==> config.mk <==
export PLATFORM = sky130hd
export DESIGN_NAME = rx_clock_and_freq_estimator
export DESIGN_NICKNAME = d
export VERILOG_FILES = /design/src/common/rx_pkg.sv /design/src/hw/rx_clock_and_freq_estimator.sv
export SDC_FILE = /design/constraint.sdc
export NUM_CORES = 1
export LEC_CHECK = 0
export BUFFER_PORTS_ARGS = -buffer_cell sky130_fd_sc_hd__buf_2
export CAP_MARGIN = 20
export CORE_UTILIZATION = 43
export CTS_CLUSTER_DIAMETER = 50
export DETAILED_ROUTE_END_ITERATION = 7
export PLACE_DENSITY = 0.55
export REMOVE_ABC_BUFFERS = 1
export SLEW_MARGIN = 10
export SYNTH_ARGS = -nofsm -noshare
export SYNTH_HDL_FRONTEND = slang
export SYNTH_SLANG_ARGS = --single-unit
==> constraint.sdc <==
create_clock -name clk_sys -period 5.9 [get_ports clk_sys]
set_clock_uncertainty 0.15 [all_clocks]
set_input_delay 0.885 -clock clk_sys [delete_from_list [all_inputs] [get_ports clk_sys]]
set_output_delay 0.885 -clock clk_sys [all_outputs]
set_load 0.1 [all_outputs]
==> src/common/rx_pkg.sv <==
// shared constants and types of the receive clock and error estimator
package rx_pkg;
   // ========================================
   // register addresses on the serial port
   localparam logic [6:0] ADDR_RX_CONFIG     = 7'h01;
   localparam logic [6:0] ADDR_CLOCK_SEL_LO  = 7'h06;
   localparam logic [6:0] ADDR_CLOCK_SEL_HI  = 7'h07;
   localparam logic [6:0] ADDR_FILTER_DIV    = 7'h08;
   localparam logic [6:0] ADDR_FE_CONTROL    = 7'h15;
   localparam logic [6:0] ADDR_FE_RESULT     = 7'h16;

   // ========================================
   // values after reset
   localparam logic [7:0] RST_RX_CONFIG      = 8'h00;
   localparam logic [7:0] RST_CLOCK_SEL_LO   = 8'h00;
   localparam logic [7:0] RST_CLOCK_SEL_HI   = 8'h01;
   localparam logic [7:0] RST_FILTER_DIV     = 8'h81;
   localparam logic [7:0] RST_FE_CONTROL     = 8'h00;
   localparam logic [7:0] RST_FE_RESULT      = 8'h00;

   // ========================================
   // field positions
   localparam int SIG_LEVEL_EN_BIT  = 3;
   localparam int CUTOFF_DOUBLE_BIT = 6;
   localparam int DIVISOR_MSB       = 5;
   localparam int PRESCALE_LSB      = 1;
   localparam int PRESCALE_MSB      = 3;
   localparam int FE_MODE_MSB       = 1;
   localparam int FE_SPAN_LSB       = 2;
   localparam int FE_SPAN_MSB       = 3;
   localparam logic [7:0] FE_CONTROL_MASK = 8'h0f;

   // ========================================
   // counts of cycles and phases
   localparam logic [1:0] FILT_LAST_PHASE   = 2'h3;
   localparam logic [1:0] FILT_PHASE_TWO    = 2'h2;
   localparam logic [6:0] PRESCALE_FULL     = 7'h7f;
   localparam logic [3:0] SYNC_SAMPLE_PHASE = 4'h8;
   localparam logic [6:0] FE_BASE_SYMBOLS   = 7'h08;
   localparam logic [3:0] SER_LAST_BIT      = 4'h7;
   localparam int FIFO_WIDTH = 1;
   localparam int FIFO_DEPTH = 8;

   // ========================================
   // types
   typedef enum logic [1:0] {
      SER_IDLE = 2'b00,
      SER_ADDR = 2'b01,
      SER_DATA = 2'b11
   } ser_state_e;

   typedef struct packed {
      logic [7:0] rx_config_word;
      logic [7:0] clock_select_low;
      logic [7:0] clock_select_high;
      logic [7:0] filter_clock_divider;
      logic [7:0] freq_error_control;
      logic [7:0] freq_error_result;
   } regs_s;

   // divider tick: counter reached divisor minus one (0 and 1 tick always)
   function automatic logic div_tick(logic [5:0] cnt, logic [5:0] div);
      div_tick = ({1'b0, cnt} + 7'h01) >= {1'b0, div};
   endfunction
endpackage

==> src/hw/rx_clock_and_freq_estimator.sv <==
// receive clocks, bit synchronizer, frequency error estimator and port
//
// Contract
// - filter clock: crystal over 6-bit divisor, then over 4 into phases, or over 2 when doubled
// - cut-off is crystal over 80 times divisor, or 40 when doubled
// - filter clock is twenty times cut-off, set by the divisor and the doubling bit
// - estimator takes up pulse per received one, down per zero
// - mode bits: off, count up, count down, up minus down
// - span bits choose 8, 16, 32 or 64 symbols per measurement
// - each finished measurement lands in the readable result register
// - result is 8-bit two's complement; down pulses make it negative, as does an up total past 127
// - synchronizer runs only in receive with synchronous mode enabled
// - data clock output runs at the bit rate
// - received bit changes on the rising edge of the data clock
// - sync clock is crystal over divisor times two to seven minus setting
// - separate 6-bit divisors for the filter clock and the sync clock
// - bit alignment reached within 22 symbols from packet start
// - synchronous mode off: data passes straight, no data clock
`timescale 1ns/1ps

// ========================================
// bit fifo between synchronizer and data pin
module bit_fifo #(
   parameter int WIDTH = 1,
   parameter int DEPTH = 8
) (
   // clock and reset
   input  wire logic             clk_sys,
   input  wire logic             rst,
   // filling side
   input  wire logic             in_valid,
   output logic                  in_ready,
   input  wire logic [WIDTH-1:0] in_data,
   // draining side
   output logic                  out_valid,
   input  wire logic             out_ready,
   output logic [WIDTH-1:0]      out_data
);
   localparam int AW = $clog2(DEPTH);

   typedef struct packed {
      logic [DEPTH-1:0][WIDTH-1:0] mem;
      logic [AW:0]                 wr;
      logic [AW:0]                 rd;
   } fifo_s;

   fifo_s s;
   fifo_s next_s;
   logic  full;
   logic  empty;

   assign full      = (s.wr[AW] != s.rd[AW]) && (s.wr[AW-1:0] == s.rd[AW-1:0]);
   assign empty     = s.wr == s.rd;
   assign in_ready  = !full;
   assign out_valid = !empty;
   assign out_data  = s.mem[s.rd[AW-1:0]];

   always_comb begin
      next_s = s;
      if (in_valid && !full) begin
         next_s.mem[s.wr[AW-1:0]] = in_data;
         next_s.wr = s.wr + 1'b1;
      end
      if (out_ready && !empty) begin
         next_s.rd = s.rd + 1'b1;
      end
   end

   always_ff @(posedge clk_sys or posedge rst) begin
      if (rst) begin
         s <= '0;
      end else begin
         s <= next_s;
      end
   end
endmodule

// ========================================
// top of the receive support logic
module rx_clock_and_freq_estimator (
   // clock and reset
   input  wire logic clk_sys,
   input  wire logic rst,
   // serial programming port
   input  wire logic prog_clk,
   input  wire logic prog_enable,
   input  wire logic prog_data_in,
   output logic      prog_data_out,
   output logic      prog_data_oe,
   // operating mode
   input  wire logic receive_mode,
   input  wire logic sync_enable,
   // demodulator
   input  wire logic demod_data,
   input  wire logic demod_up,
   input  wire logic demod_dn,
   // filter clock phases
   output logic      filter_phase1,
   output logic      filter_phase2,
   // data interface
   output logic      data_bit_clock,
   output logic      data_line_out,
   output logic      data_line_oe,
   // analogue controls
   output logic      signal_level_enable
);
   typedef struct packed {
      rx_pkg::regs_s      regs;
      rx_pkg::ser_state_e ser_st;
      logic               sclk_prev;
      logic [3:0]         bit_cnt;
      logic [7:0]         shift;
      logic [6:0]         addr;
      logic               rd_req;
      logic [7:0]         rd_shadow;
      logic               prog_data_out;
      logic               prog_data_oe;
      logic [5:0]         filt_cnt;
      logic [1:0]         filt_step;
      logic               filter_phase1;
      logic               filter_phase2;
      logic [5:0]         ref_cnt;
      logic [6:0]         pow_cnt;
      logic [3:0]         sync_phase;
      logic               data_prev;
      logic               data_bit_clock;
      logic               data_line_out;
      logic               data_line_oe;
      logic [6:0]         sym_cnt;
      logic [7:0]         fe_count;
   } top_s;

   top_s s;
   top_s next_s;

   logic fifo_in_ready;
   logic fifo_out_valid;
   logic fifo_out_data;
   logic fifo_push;
   logic fifo_pop;
   logic sample_tick;

   // ========================================
   // register read decode
   function automatic logic [7:0] read_reg(rx_pkg::regs_s r, logic [6:0] a);
      unique case (a)
         rx_pkg::ADDR_RX_CONFIG:    read_reg = r.rx_config_word;
         rx_pkg::ADDR_CLOCK_SEL_LO: read_reg = r.clock_select_low;
         rx_pkg::ADDR_CLOCK_SEL_HI: read_reg = r.clock_select_high;
         rx_pkg::ADDR_FILTER_DIV:   read_reg = r.filter_clock_divider;
         rx_pkg::ADDR_FE_CONTROL:   read_reg = r.freq_error_control;
         rx_pkg::ADDR_FE_RESULT:    read_reg = r.freq_error_result;
         default:                   read_reg = 8'h00;
      endcase
   endfunction

   bit_fifo #(
      .WIDTH (rx_pkg::FIFO_WIDTH),
      .DEPTH (rx_pkg::FIFO_DEPTH)
   ) u_bit_fifo (
      .clk_sys   (clk_sys),
      .rst       (rst),
      .in_valid  (fifo_push),
      .in_ready  (fifo_in_ready),
      .in_data   (demod_data),
      .out_valid (fifo_out_valid),
      .out_ready (fifo_pop),
      .out_data  (fifo_out_data)
   );

   always_comb begin
      logic       sclk_rise;
      logic       sclk_fall;
      logic [7:0] wdata;
      logic       filt_tick;
      logic       ref_tick;
      logic       sync_tick;
      logic       sync_run;
      logic [6:0] mask;
      logic [3:0] phase;
      logic [1:0] mode;
      logic [7:0] delta;
      logic [6:0] span;
      logic       fe_active;
      sclk_rise   = 1'b0;
      sclk_fall   = 1'b0;
      wdata       = 8'h00;
      filt_tick   = 1'b0;
      ref_tick    = 1'b0;
      sync_tick   = 1'b0;
      sync_run    = 1'b0;
      mask        = 7'h00;
      phase       = 4'h0;
      mode        = 2'b00;
      delta       = 8'h00;
      span        = 7'h00;
      fe_active   = 1'b0;
      sample_tick = 1'b0;
      fifo_push   = 1'b0;
      fifo_pop    = 1'b0;
      next_s      = s;

      // ========================================
      // serial programming port: 7 address bits, read flag, 8 data bits
      sclk_rise = prog_clk && !s.sclk_prev;
      sclk_fall = !prog_clk && s.sclk_prev;
      next_s.sclk_prev = prog_clk;
      if (!prog_enable) begin
         next_s.ser_st       = rx_pkg::SER_IDLE;
         next_s.bit_cnt      = 4'h0;
         next_s.prog_data_oe = 1'b0;
      end else if (sclk_rise) begin
         next_s.shift   = {s.shift[6:0], prog_data_in};
         next_s.bit_cnt = s.bit_cnt + 4'h1;
         unique case (s.ser_st)
            rx_pkg::SER_IDLE, rx_pkg::SER_ADDR: begin
               next_s.ser_st = rx_pkg::SER_ADDR;
               if (s.bit_cnt == rx_pkg::SER_LAST_BIT) begin
                  next_s.addr      = s.shift[6:0];
                  next_s.rd_req    = prog_data_in;
                  next_s.rd_shadow = read_reg(s.regs, s.shift[6:0]);
                  next_s.bit_cnt   = 4'h0;
                  next_s.ser_st    = rx_pkg::SER_DATA;
               end
            end
            rx_pkg::SER_DATA: begin
               if (s.bit_cnt == rx_pkg::SER_LAST_BIT) begin
                  next_s.bit_cnt = 4'h0;
                  next_s.ser_st  = rx_pkg::SER_ADDR;
                  wdata = {s.shift[6:0], prog_data_in};
                  if (!s.rd_req) begin
                     unique case (s.addr)
                        rx_pkg::ADDR_RX_CONFIG:
                           next_s.regs.rx_config_word = wdata;
                        rx_pkg::ADDR_CLOCK_SEL_LO:
                           next_s.regs.clock_select_low = wdata;
                        rx_pkg::ADDR_CLOCK_SEL_HI:
                           next_s.regs.clock_select_high = wdata;
                        rx_pkg::ADDR_FILTER_DIV:
                           next_s.regs.filter_clock_divider = wdata;
                        rx_pkg::ADDR_FE_CONTROL:
                           next_s.regs.freq_error_control =
                              wdata & rx_pkg::FE_CONTROL_MASK;
                        // result is read only; other writes are dropped
                        default: begin
                        end
                     endcase
                  end
               end
            end
         endcase
      end else if (sclk_fall && s.ser_st == rx_pkg::SER_DATA && s.rd_req) begin
         // read data leaves on falling edges, taken on the next rise
         next_s.prog_data_out = s.rd_shadow[7];
         next_s.rd_shadow     = {s.rd_shadow[6:0], 1'b0};
         next_s.prog_data_oe  = 1'b1;
      end

      // ========================================
      // filter divisor then four-phase step
      filt_tick = rx_pkg::div_tick(s.filt_cnt,
         s.regs.filter_clock_divider[rx_pkg::DIVISOR_MSB:0]);
      next_s.filt_cnt = filt_tick ? 6'h00 : s.filt_cnt + 6'h01;
      if (filt_tick) begin
         // doubling: two steps instead of four
         if (s.regs.filter_clock_divider[rx_pkg::CUTOFF_DOUBLE_BIT]) begin
            next_s.filt_step = {1'b0, !s.filt_step[0]};
         end else begin
            next_s.filt_step = s.filt_step + 2'h1;
         end
      end
      // phases never overlap: one step each
      next_s.filter_phase1 = next_s.filt_step == 2'h0;
      if (s.regs.filter_clock_divider[rx_pkg::CUTOFF_DOUBLE_BIT]) begin
         next_s.filter_phase2 = next_s.filt_step == 2'h1;
      end else begin
         next_s.filter_phase2 = next_s.filt_step == rx_pkg::FILT_PHASE_TWO;
      end

      // ========================================
      // synchronizer clock only in receive with sync enabled
      sync_run = receive_mode && sync_enable;
      ref_tick = sync_run && rx_pkg::div_tick(s.ref_cnt,
         s.regs.clock_select_high[rx_pkg::DIVISOR_MSB:0]);
      // power-of-two prescale by seven minus setting
      mask = rx_pkg::PRESCALE_FULL >>
         s.regs.clock_select_low[rx_pkg::PRESCALE_MSB:rx_pkg::PRESCALE_LSB];
      sync_tick = ref_tick && ((s.pow_cnt & mask) == mask);
      if (!sync_run) begin
         next_s.ref_cnt    = 6'h00;
         next_s.pow_cnt    = 7'h00;
         next_s.sync_phase = 4'h0;
      end else if (ref_tick) begin
         next_s.ref_cnt = 6'h00;
         next_s.pow_cnt = s.pow_cnt + 7'h01;
      end else begin
         next_s.ref_cnt = s.ref_cnt + 6'h01;
      end

      // one phase step per data edge, at most eight needed
      phase = s.sync_phase;
      if (sync_tick) begin
         next_s.data_prev = demod_data;
         if (demod_data != s.data_prev && s.sync_phase != 4'h0) begin
            if (s.sync_phase < rx_pkg::SYNC_SAMPLE_PHASE) begin
               phase = s.sync_phase;
            end else begin
               phase = s.sync_phase + 4'h2;
            end
         end else begin
            phase = s.sync_phase + 4'h1;
         end
         next_s.sync_phase = phase;
         sample_tick = phase == rx_pkg::SYNC_SAMPLE_PHASE;
      end

      // ========================================
      // data pin: buffered bits in sync mode, straight through otherwise
      next_s.data_line_oe = receive_mode;
      if (sync_run) begin
         // bit is lost only if the buffer is full
         fifo_push = sample_tick && fifo_in_ready;
         // new bit leaves with the rising data clock
         fifo_pop  = sample_tick && fifo_out_valid;
         if (fifo_pop) begin
            next_s.data_line_out = fifo_out_data;
         end
         // one data clock period per bit
         next_s.data_bit_clock = next_s.sync_phase[3];
      end else begin
         // transparent data, clock held low, buffer drained
         fifo_pop              = fifo_out_valid;
         next_s.data_line_out  = demod_data;
         next_s.data_bit_clock = 1'b0;
      end

      // ========================================
      // frequency error estimator
      mode = s.regs.freq_error_control[rx_pkg::FE_MODE_MSB:0];
      fe_active = receive_mode && mode != 2'b00;
      // up per received one, down per received zero
      // up adds, down subtracts, per selected mode
      if (demod_up && mode[0]) begin
         delta = delta + 8'h01;
      end
      // down counts make the value negative
      if (demod_dn && mode[1]) begin
         delta = delta - 8'h01;
      end
      // span of 8 to 64 symbols
      span = rx_pkg::FE_BASE_SYMBOLS <<
         s.regs.freq_error_control[rx_pkg::FE_SPAN_MSB:rx_pkg::FE_SPAN_LSB];
      if (!fe_active) begin
         next_s.fe_count = 8'h00;
         next_s.sym_cnt  = 7'h00;
      end else begin
         next_s.fe_count = s.fe_count + delta;
         if (sample_tick) begin
            next_s.sym_cnt = s.sym_cnt + 7'h01;
            // span may shrink mid-count: close at once, never wrap
            if (s.sym_cnt + 7'h01 >= span) begin
               // finished measurement to the result register
               next_s.regs.freq_error_result = s.fe_count + delta;
               next_s.fe_count = 8'h00;
               next_s.sym_cnt  = 7'h00;
            end
         end
      end
   end

   always_ff @(posedge clk_sys or posedge rst) begin
      if (rst) begin
         s <= '0;
         s.regs.rx_config_word       <= rx_pkg::RST_RX_CONFIG;
         s.regs.clock_select_low     <= rx_pkg::RST_CLOCK_SEL_LO;
         s.regs.clock_select_high    <= rx_pkg::RST_CLOCK_SEL_HI;
         s.regs.filter_clock_divider <= rx_pkg::RST_FILTER_DIV;
         s.regs.freq_error_control   <= rx_pkg::RST_FE_CONTROL;
         s.regs.freq_error_result    <= rx_pkg::RST_FE_RESULT;
         s.ser_st                    <= rx_pkg::SER_IDLE;
      end else begin
         s <= next_s;
      end
   end

   // ========================================
   // outputs straight from state
   assign prog_data_out       = s.prog_data_out;
   assign prog_data_oe        = s.prog_data_oe;
   assign filter_phase1       = s.filter_phase1;
   assign filter_phase2       = s.filter_phase2;
   assign data_bit_clock      = s.data_bit_clock;
   assign data_line_out       = s.data_line_out;
   assign data_line_oe        = s.data_line_oe;
   assign signal_level_enable =
      s.regs.rx_config_word[rx_pkg::SIG_LEVEL_EN_BIT];
endmodule

==> Yosys cells after proc, flatten, opt, wreduce, memory -nomap -nowiden <==
Index checks and enable logic that the tools add are counted.
{ "totals": {"reg_bits": 139, "wordCells": 181} }
{ "classes": {"eq_ne": 32, "shift": 2, "reduce_logical": 41, "order_cmp": 7, "bitwise_logic": 3, "n_mux": 43, "addsub": 14} }
{ "ops": {"columns": ["operator", "count"], "rows": [
  ["one-hot mux 8 bit (6 select lines)", 1],
  ["two-way mux 15 bit", 3],
  ["two-way mux 16 bit", 2],
  ["AND reduction 6 bit", 5],
  ["equality test 7 x 3 -> 1 bit (second input constant)", 4],
  ["two-way mux 4 bit", 7],
  ["equality test 7 x 5 -> 1 bit (second input constant)", 3],
  ["two-way mux 20 bit", 1],
  ["logical AND 1 bit", 17],
  ["adder 4 x 1 -> 4 bit (second input constant)", 4],
  ["two-way mux 8 bit", 2],
  ["adder 6 x 1 -> 7 bit (second input constant)", 2],
  ["adder 7 x 1 -> 7 bit (second input constant)", 2],
  ["equality test 7 x 1 -> 1 bit (second input constant)", 2],
  ["equality test 7 x 4 -> 1 bit (second input constant)", 2],
  ["greater-or-equal comparator 7 x 6 -> 1 bit", 2],
  ["two-way mux 2 bit", 7],
  ["two-way mux 13 bit", 1],
  ["adder 6 x 1 -> 6 bit (second input constant)", 2],
  ["two-way mux 6 bit", 2],
  ["two-way mux 1 bit", 10],
  ["two-way mux 10 bit", 1],
  ["!= test 2 x 1 -> 1 bit (second input constant)", 5],
  ["adder 8 bit", 1],
  ["other kinds (36)", 54]
]} }

==> Logic depth before layout (Yosys ltp) <==
Gate-level depths: netlist of run 1.
{ "depth": {"word_depth": 10, "ltp_mapped": 11, "mapped_depth_nobuf": 11} }

==> Cells and area by module <==
From an unflattened synthesis of run 1, not the netlist that was laid out.
{ "unflattened": {"hier_cells": 684, "area_unflattened_um2": 7329.5} }
{ "by_module_without_submodules": {"columns": ["mod", "area_per_inst_um2", "cells_per_inst", "instances", "seq_area_each_um2"], "rows": [
  ["rx_clock_and_freq_estimator", 6423.7, 612, 1, 3056.7],
  ["bit_fifo", 905.9, 72, 1, 400.4]
]} }

==> Worst setup path after synthesis of run 1 <==
Ideal clock, no wire load.
{ "synth_timing": {"kind": "input to register", "startpoint": "input port demod_dn", "endpoint": "register s[85] (netlist name)", "cell_stages": 11, "required_ns": 5.622, "path_buffers": 0, "setup_ns": 0.128, "setup_slack_ns": 2.878, "t_arrival_ns": 2.744, "path_cell_list": "and2_1 ha_1 inv_1 ha_1 fa_1 a21o_1 a21oi_1 o21bai_1 a21oi_1 xor2_1 mux2i_1"} }
{ "synth_via": {"elab_chain_cells": 3} }
{ "synth_lines": {"columns": ["element", "line_no", "source"], "rows": [
  ["from (decl)", "rx_clock_and_freq_estimator.sv:96", "input wire logic demod_dn,"],
  ["logical AND 1 bit", "rx_clock_and_freq_estimator.sv:347", "if (demod_dn && mode[1]) begin"],
  ["two-way mux 8 bit", "rx_clock_and_freq_estimator.sv:347", null],
  ["adder 8 bit", "rx_clock_and_freq_estimator.sv:363", "next_s.regs.freq_error_result = s.fe_count + delta;"],
  ["to (signal assigned)", "rx_clock_and_freq_estimator.sv:382", "s <= next_s;"],
  ["to (decl)", "rx_clock_and_freq_estimator.sv:133", "top_s s;"]
]} }
No other way between the ends.
A chain may end at the register's enable or synchronous reset.

==> Final worst setup path of run 1 <==
{ "layout_timing": {"startpoint": "register s[30] (netlist name)", "endpoint": "register s[79] (netlist name)"} }
{ "layout_via": {"elab_chain_cells": 6} }
{ "layout_lines": {"columns": ["element", "line_no", "source"], "rows": [
  ["adder 6 x 1 -> 7 bit", "rx_pkg.sv:63", "div_tick = ({1'b0, cnt} + 7'h01) >= {1'b0, div};"],
  ["greater-or-equal comparator 7 x 6 -> 1 bit", "rx_pkg.sv:63", null],
  ["logical AND 1 bit", "rx_clock_and_freq_estimator.sv:283", "ref_tick = sync_run && rx_pkg::div_tick(s.ref_cnt,"],
  ["logical AND 1 bit", "rx_clock_and_freq_estimator.sv:288", "sync_tick = ref_tick && ((s.pow_cnt & mask) == mask);"],
  ["two-way mux 1 bit", "rx_clock_and_freq_estimator.sv:302", "if (sync_tick) begin"],
  ["AND reduction 3 bit (no line)", null, null]
]} }
No other way between the ends.

==> impl_metrics.tcl, run 1 <==
set metrics [dict create \
    cts.sinks 138 \
    ctsResizeCount 0 \
    drive_above_1_share_pct 19.0 \
    worstSetupPathType "reg2reg" \
    cts_root_buffer "clkbuf_16" \
    die_y_um 133 \
    hold_depth 1 \
    layout_setup_ws_ns 2.60 \
    vias 5082 \
    largestRegisters "s: 114 flops, u_bit_fifo.s: 16 flops" \
    antenna_found_initial 0 \
    ys_async_sr_fraction_pct 100 \
    holdBufCountCts 0 \
    yosysWarnings 0 \
    synth_top_family_by_area "simple AND/OR/NAND/NOR gates" \
    grt_remaining_overflow 0 \
    core_um2 16700 \
    regMostFlops "s" \
    cts_tree "done" \
    path_common_cell "ha_1" \
    synth_compound_area_share_pct 11.2 \
    grt_pass1_vias 5098 \
    rows 47 \
    peakVddDrop_uv 207 \
    grt_max_degree 92 \
    antenna_cells 0 \
    ys_types 74 \
    synth_mux_area_share_pct 13.6 \
    routed_wl_mm 15.1 \
    synth_cells 665 \
    status "completed" \
    portBuffers 17 \
    grt_usage_pct 18.4 \
    ys_ff_latch 138 \
    hold_viol 0 \
    p_leak_nw 3.88 \
    path_delay_family "compound AO/OA/AOI/OAI gates" \
    setup_tns_ns 0 \
    gp_congestion 0.910 \
    crit_path_end_kind "flop" \
    synth_edf_count 0 \
    io_pins 18 \
    path_max_fanout 12 \
    whs_endpoint "prog_data_oe" \
    syn_area_per_cell_um2 11.1 \
    area_delta_synth_final_pct 12.2 \
    finalMaxSlewViolations 0 \
    timing.rr.start "s[30]" \
    drcViolationCount 0 \
    drt_iter0_drc 294 \
    worst-path-buf-inv 0 \
    hp-start "prog_data_oe" \
    cts.reportedPaths.clkPinSlew_ns 0.06 \
    grt_first_pass_wirelength_mm 25.5 \
    synthAdderAreaFrac_pct 6.03 \
    ys.flop_type "dfrtp_1" \
    ff2ff_setup_slack_ns 2.60 \
    viasPerCell 5.56 \
    start_kind "flop" \
    die_area_um2 17700 \
    place_hpwl_mm 10.6 \
    wl_per_cell_um 16.5 \
    reg2reg_to "s[79]" \
    fin_crit_ns 3.30 \
    nNetsFinal 726 \
    rsz0062_at_grt "no" \
    max_cap_viol_count 0 \
    arrival_ns 3.45 \
    synthesis.area_um2 7390 \
    largest_reg_flops 114 \
    ant_nets 0 \
    clockBufferDepth 2 \
    post_cts_buffers 0 \
    cp_slowest_cell "o211ai_2" \
    finalCritPeriodShare_pct 56.0 \
    drtPass1Iterations 5 \
    htreeDepth 4 \
    post-place-ws_ns 2.43 \
    r2r_cells 9 \
    ys_seq_area_share_pct 46.8 \
    synth-xor-area-share_pct 4.62 \
    max_freq_ghz 0.303 \
    worst_ep_required_time_ns 6.05 \
    yosys.area_share.simple_pct 14.4 \
    cpPeakStageDelay_ns 0.48 \
    start_util_pct 44.3 \
    cts_buffers 17 \
    hp-class "reg2reg" \
    path_cells "ha_1, and3_1, xor2_1, ha_1, a21o_1, a22o_1, o211ai_2, or3_1, mux2_4" \
    slew_headroom_pct 35.0 \
    p_per_area_nw_per_um2 284 \
    setup_viol 0 \
    die_w_um 133 \
    clk_latency_ns 0.42 \
    worstMarginPinSlew_ns 0.967 \
    worst_hold_slack_ns 0.341 \
]
-- report_power, final --
part | leakage (nW) | total [W] | switching (W) | internal, W
clock network | 0.309 | 0.00114 | 0.000397 | 0.000740
logic | 1.70 | 0.000159 | 0.0000999 | 0.0000587
registers | 1.87 | 0.00106 | 0.0000883 | 0.000969
-- routing by layer --
metal / vias up / GRT usage [%] / wire length (um)
li1: 2435 / - / -
met1: 2518 / 23.0 / 6560
met2: 106 / 30.7 / 7520
met3: 23 / 4.98 / 741
met4: 0 / 6.57 / 260
met5: - / 0 / 0
-- how the worst max path moves through the flow --
stage	cells past startpoint	slack (ns)	start	endpoint
2_1_floorplan	1	1.17	rst	data_bit_clock
3_3_place_gp	7	2.54	prog_clk	signal_level_enable
3_5_place_dp	7	2.43	prog_clk	s[126]
4_1_cts	9	2.60	s[30]	u_bit_fifo.s[1]
5_1_grt	9	2.44	s[30]	u_bit_fifo.s[1]
6_report	9	2.60	s[30]	s[79]
-- synth_stat cells, types with 8 or more instances --
master | n | share of area [%]
dfrtp_1 | 135 | 46
mux2_2 | 60 | 9.1
nand2_1 | 45 | 2.3
ha_1 | 34 | 5.8
inv_1 | 32 | 1.6
nor2_1 | 30 | 1.5
xnor2_1 | 27 | 3.2
a21oi_1 | 25 | 1.7
o21ai_0 | 25 | 1.7
nor2b_1 | 20 | 1.7
nand3_1 | 16 | 1.1
and2_1 | 15 | 1.3
mux2i_1 | 15 | 2.0
a22o_1 | 12 | 1.4
xor2_1 | 12 | 1.4
clkbuf_1 | 11 | 0.56
mux2_1 | 8 | 1.2
nand4_1 | 8 | 0.68
-- placed cells by master, fill, tap and decap left out, types with 5 or more instances in the layout --
cell type  synthesis  final
nand4_1            8      8
nand3_1           16     16
nand2b_1           7      7
xor2_1            12     12
xnor2_1           27     27
a21o_1             6      6
nand2_1           45     45
mux2_1             8      8
ha_1              34     34
nor2b_1           20     20
or3_1              7      7
o21ai_0           25     25
and3_1             5      5
inv_1             32     31
mux2_2            60     60
a22oi_1            7      7
nor2_1            30     30
mux2i_1           15     15
and2_1            15     15
nand4b_1           7      7
clkbuf_16          0     17
dfrtp_1          135    135
buf_2              3     17
nor3_1             7      7
a21oi_1           25     25
a22o_1            12     12
-- final cells by class --
type                       instances  area [um2]
clock inverter                    11         168
inverter                          32         125
tap                              220         275
clock buffer                      21         470
fill                            1523        8410
timing repair buffer              20         108
sequential                       138        3460
multi-input combinational        472        3690
-- kinds of logic (layout without fill, tap and decap cells) --
kind of cell | count (synthesis) | count (layout)
AO/OA/AOI/OAI | 118 | 118
XOR/XNOR | 39 | 39
adder cells (fa/ha/maj) | 35 | 35
buffers and inverters | 55 | 84
flip-flops | 138 | 138
multiplexers | 88 | 88
AND/OR/NAND/NOR | 192 | 192
-- stage by stage --
stage                     power [W]  util [%]  cells  cell area (um2)
after floorplan             0.00114         -    642             7270
after global placement      0.00123      45.8    882             7650
after detailed placement    0.00123      45.8    882             7650
after CTS                   0.00238      49.6    914             8290
after global routing        0.00245      49.6    914             8290
final                       0.00235      49.6    914             8290
Power figures use the tool's default switching activity.
==> run 2: changes to the inputs <==
Settings changed: ABC_AREA set to 1, PLACE_DENSITY 0.55 to 0.58.
Clock period 5.9 ns to 2.74 ns, I/O delays scaled along.
==> run 2 against run 1 <==
  * Sequential share of layout area is 2.4 points lower
  * Clock power is 120% higher
  * Via count is 23% higher
  * Critical path type unchanged
  * Largest cell class unchanged
  * Highest routed layer unchanged
==> impl_metrics.tcl, run 2 <==
set metrics [dict create \
    status "completed" \
    antenna_found_initial 0 \
    synth_mux_area_share_pct 0.150 \
    worst_hold_slack_ns 0.0217 \
    yosysWarnings 0 \
    post-place-ws_ns 0.00173 \
    ys_ff_latch 138 \
    cts.sinks 138 \
    cts_buffers 17 \
    grt_first_pass_wirelength_mm 29.2 \
    syn_area_per_cell_um2 7.92 \
    final_common_cell "nand2_1" \
    slew_headroom_pct 53.8 \
    synth_top_area_share_pct 45.0 \
    synthesis.area_um2 7500 \
    drcViolationCount 0 \
    drive_above_1_share_pct 12.6 \
    clk_latency_ns 0.42 \
    clockBufferDepth 2 \
    nNetsFinal 1038 \
    finish.utilization_pct 52.3 \
    synth-xor-area-share_pct 3.27 \
    synth_edf_count 0 \
    worst_ep_required_time_ns 2.89 \
    crit_path_end_kind "flop" \
    max_cap_viol_count 0 \
    die_area_um2 18000 \
    yosys-top-cells-count "282 x nand2_1, 135 x dfrtp_1, 110 x inv_1, 83 x nor2_1, 71 x o21ai_0" \
    ys_types 45 \
    layout_common_cells "276 x nand2_1, 135 x dfrtp_1, 105 x inv_1, 79 x nor2_1, 71 x o21ai_0" \
    gp_congestion 0.838 \
    fillCellCount 1630 \
    start_kind "flop" \
    grt_pass1_vias 6012 \
    synthAdderAreaFrac_pct 5.94 \
    p_per_area_nw_per_um2 554 \
    cts_tree "done" \
    peakVddDrop_uv 446 \
    cts_root_buffer "clkbuf_16" \
    ys_seq_area_share_pct 46.1 \
    yosys.area.top_type "dfrtp_1" \
    worstSetupPathType "reg2reg" \
    start_util_pct 44.6 \
    yosys.area_share.simple_pct 28.3 \
    viasPerCell 5.10 \
    ff2ff_setup_slack_ns 0.05 \
    regMostFlops "s" \
    drtPass1Iterations 5 \
    arrival_ns 2.84 \
    synth_cells 947 \
    die_w_um 134 \
    core_um2 16800 \
    grt_remaining_overflow 0 \
    hp-class "in2reg" \
    wl_per_cell_um 14.2 \
    io_pins 18 \
    path_max_fanout 8 \
    max_freq_ghz 0.372 \
    setup_viol 0 \
    synth_compound_area_share_pct 8.88 \
    cts.reportedPaths.clkPinSlew_ns 0.06 \
    grt_usage_pct 20.6 \
    rows 47 \
    largest_reg_flops 114 \
    drt_iter0_drc 331 \
    portBuffers 17 \
    finalMaxSlewViolations 0 \
    ys_async_sr_fraction_pct 100 \
    layout_setup_ws_ns 0.0532 \
    setup_tns_ns 0 \
    fin_crit_ns 2.69 \
    synth_top_family_by_area "simple AND/OR/NAND/NOR gates" \
    ant_nets 0 \
    ys.flop_type "dfrtp_1" \
    die_y_um 134 \
    vias 6247 \
    htreeDepth 4 \
    antenna_cells 0 \
    synthTopCellsByArea "dfrtp_1 45%, nand2_1 14%, ha_1 5.7%" \
    largestRegisters "s: 114 flops, u_bit_fifo.s: 16 flops" \
    synth.most_common_cell "nand2_1" \
    rsz0062_at_grt "yes" \
    place_hpwl_mm 12.5 \
    area_delta_synth_final_pct 17.4 \
    hold_viol 0 \
    p_leak_nw 4.46 \
    grt_max_degree 47 \
    routed_wl_mm 17.4 \
    worstMarginPinSlew_ns 0.691 \
    finalCritPeriodShare_pct 98.1 \
]
==> run 2: changes by cell type after synthesis, moves of 11 or more <==
cell,change
inv_1,+78
nor2_1,+53
mux2i_1,-15
nand2_1,+237
nand4_1,+27
nand3_1,+47
nor2b_1,-20
xnor2_1,-20
and2_1,-15
mux2_2,-59
a22o_1,-11
o21ai_0,+46
==> run 2: worst max-delay path, cell delays in order, from the launching register on <==
cell,delay [ns]
dfrtp_1,0.40
nand3_2,0.12
nand3b_1,0.23
xor2_2,0.24
inv_2,0.07
ha_4,0.26
inv_2,0.03
nor2_2,0.09
nand3_2,0.11
a21oi_4,0.22
nand3_4,0.24
clkinv_8,0.15
nand3_4,0.11
nand2_1,0.08
nand2_1,0.06
==> run 2: logic make-up after synthesis <==
logic type	count (synthesis)
compound gates	119
xor+xnor	28
fa+ha+maj	35
buf+inv	137
flops	138
mux	1
simple gates	489
==> run 2: metrics by stage <==
stage,std cells,instance area (um2),power (W)
2_1_floorplan,929,7400,0.00227
3_3_place_gp,1185,7920,0.00237
3_5_place_dp,1185,7920,0.00237
4_1_cts,1218,8590,0.00493
5_1_grt,1225,8800,0.00503
6_report,1225,8800,0.00488
==> run 2: final timing paths <==
path	depth (start not counted)	endpoint	startpoint
min in group asynchronous	3	u_bit_fifo.s[4]	rst
max reg2reg	14	s[80]	s[32]
min reg2reg	2	u_bit_fifo.s[14]	u_bit_fifo.s[14]
max	14	s[80]	s[32]
max in group asynchronous	4	s[103]	rst
min	1	data_line_oe	receive_mode
==> run 2: power breakdown <==
part	internal (W)	switching, W
Combinational	0.0000515	0.000171
Sequential	0.00207	0.0000402
Clock	0.00166	0.000881
Total	0.00378	0.00109
==> run 2: final cells by class <==
class                      instances  area (um2)  share of cell area, %
timing repair inverter             2        17.5                  0.199
multi-input combinational        672        3630                   41.3
clock buffer                      20         457                   5.19
inverter                         119         464                   5.27
clock inverter                    11         193                   2.19
tap                              220         275                   3.13
sequential                       138        3460                   39.3
timing repair buffer              43         305                   3.47
==> run 2: repair_timing <==
item	in CTS	in global routing
gates resized for setup	1	37
gates cloned	0	2
endpoints found under the setup margin	3	52
hold endpoints to repair	36	0
buffers inserted	0	5
pin swaps	0	16
hold buffers	2	0
==> run 2: layer usage <==
layer  wire [um]  vias up  GRT usage, %  share of wire (%)
li1            -     3184             -                  -
met1        8260     2945          27.2                 48
met2        8310      100          34.2                 48
met3         608       18          3.93                3.5
met4         210        0          6.55                1.2
met5           0        -             0                  0
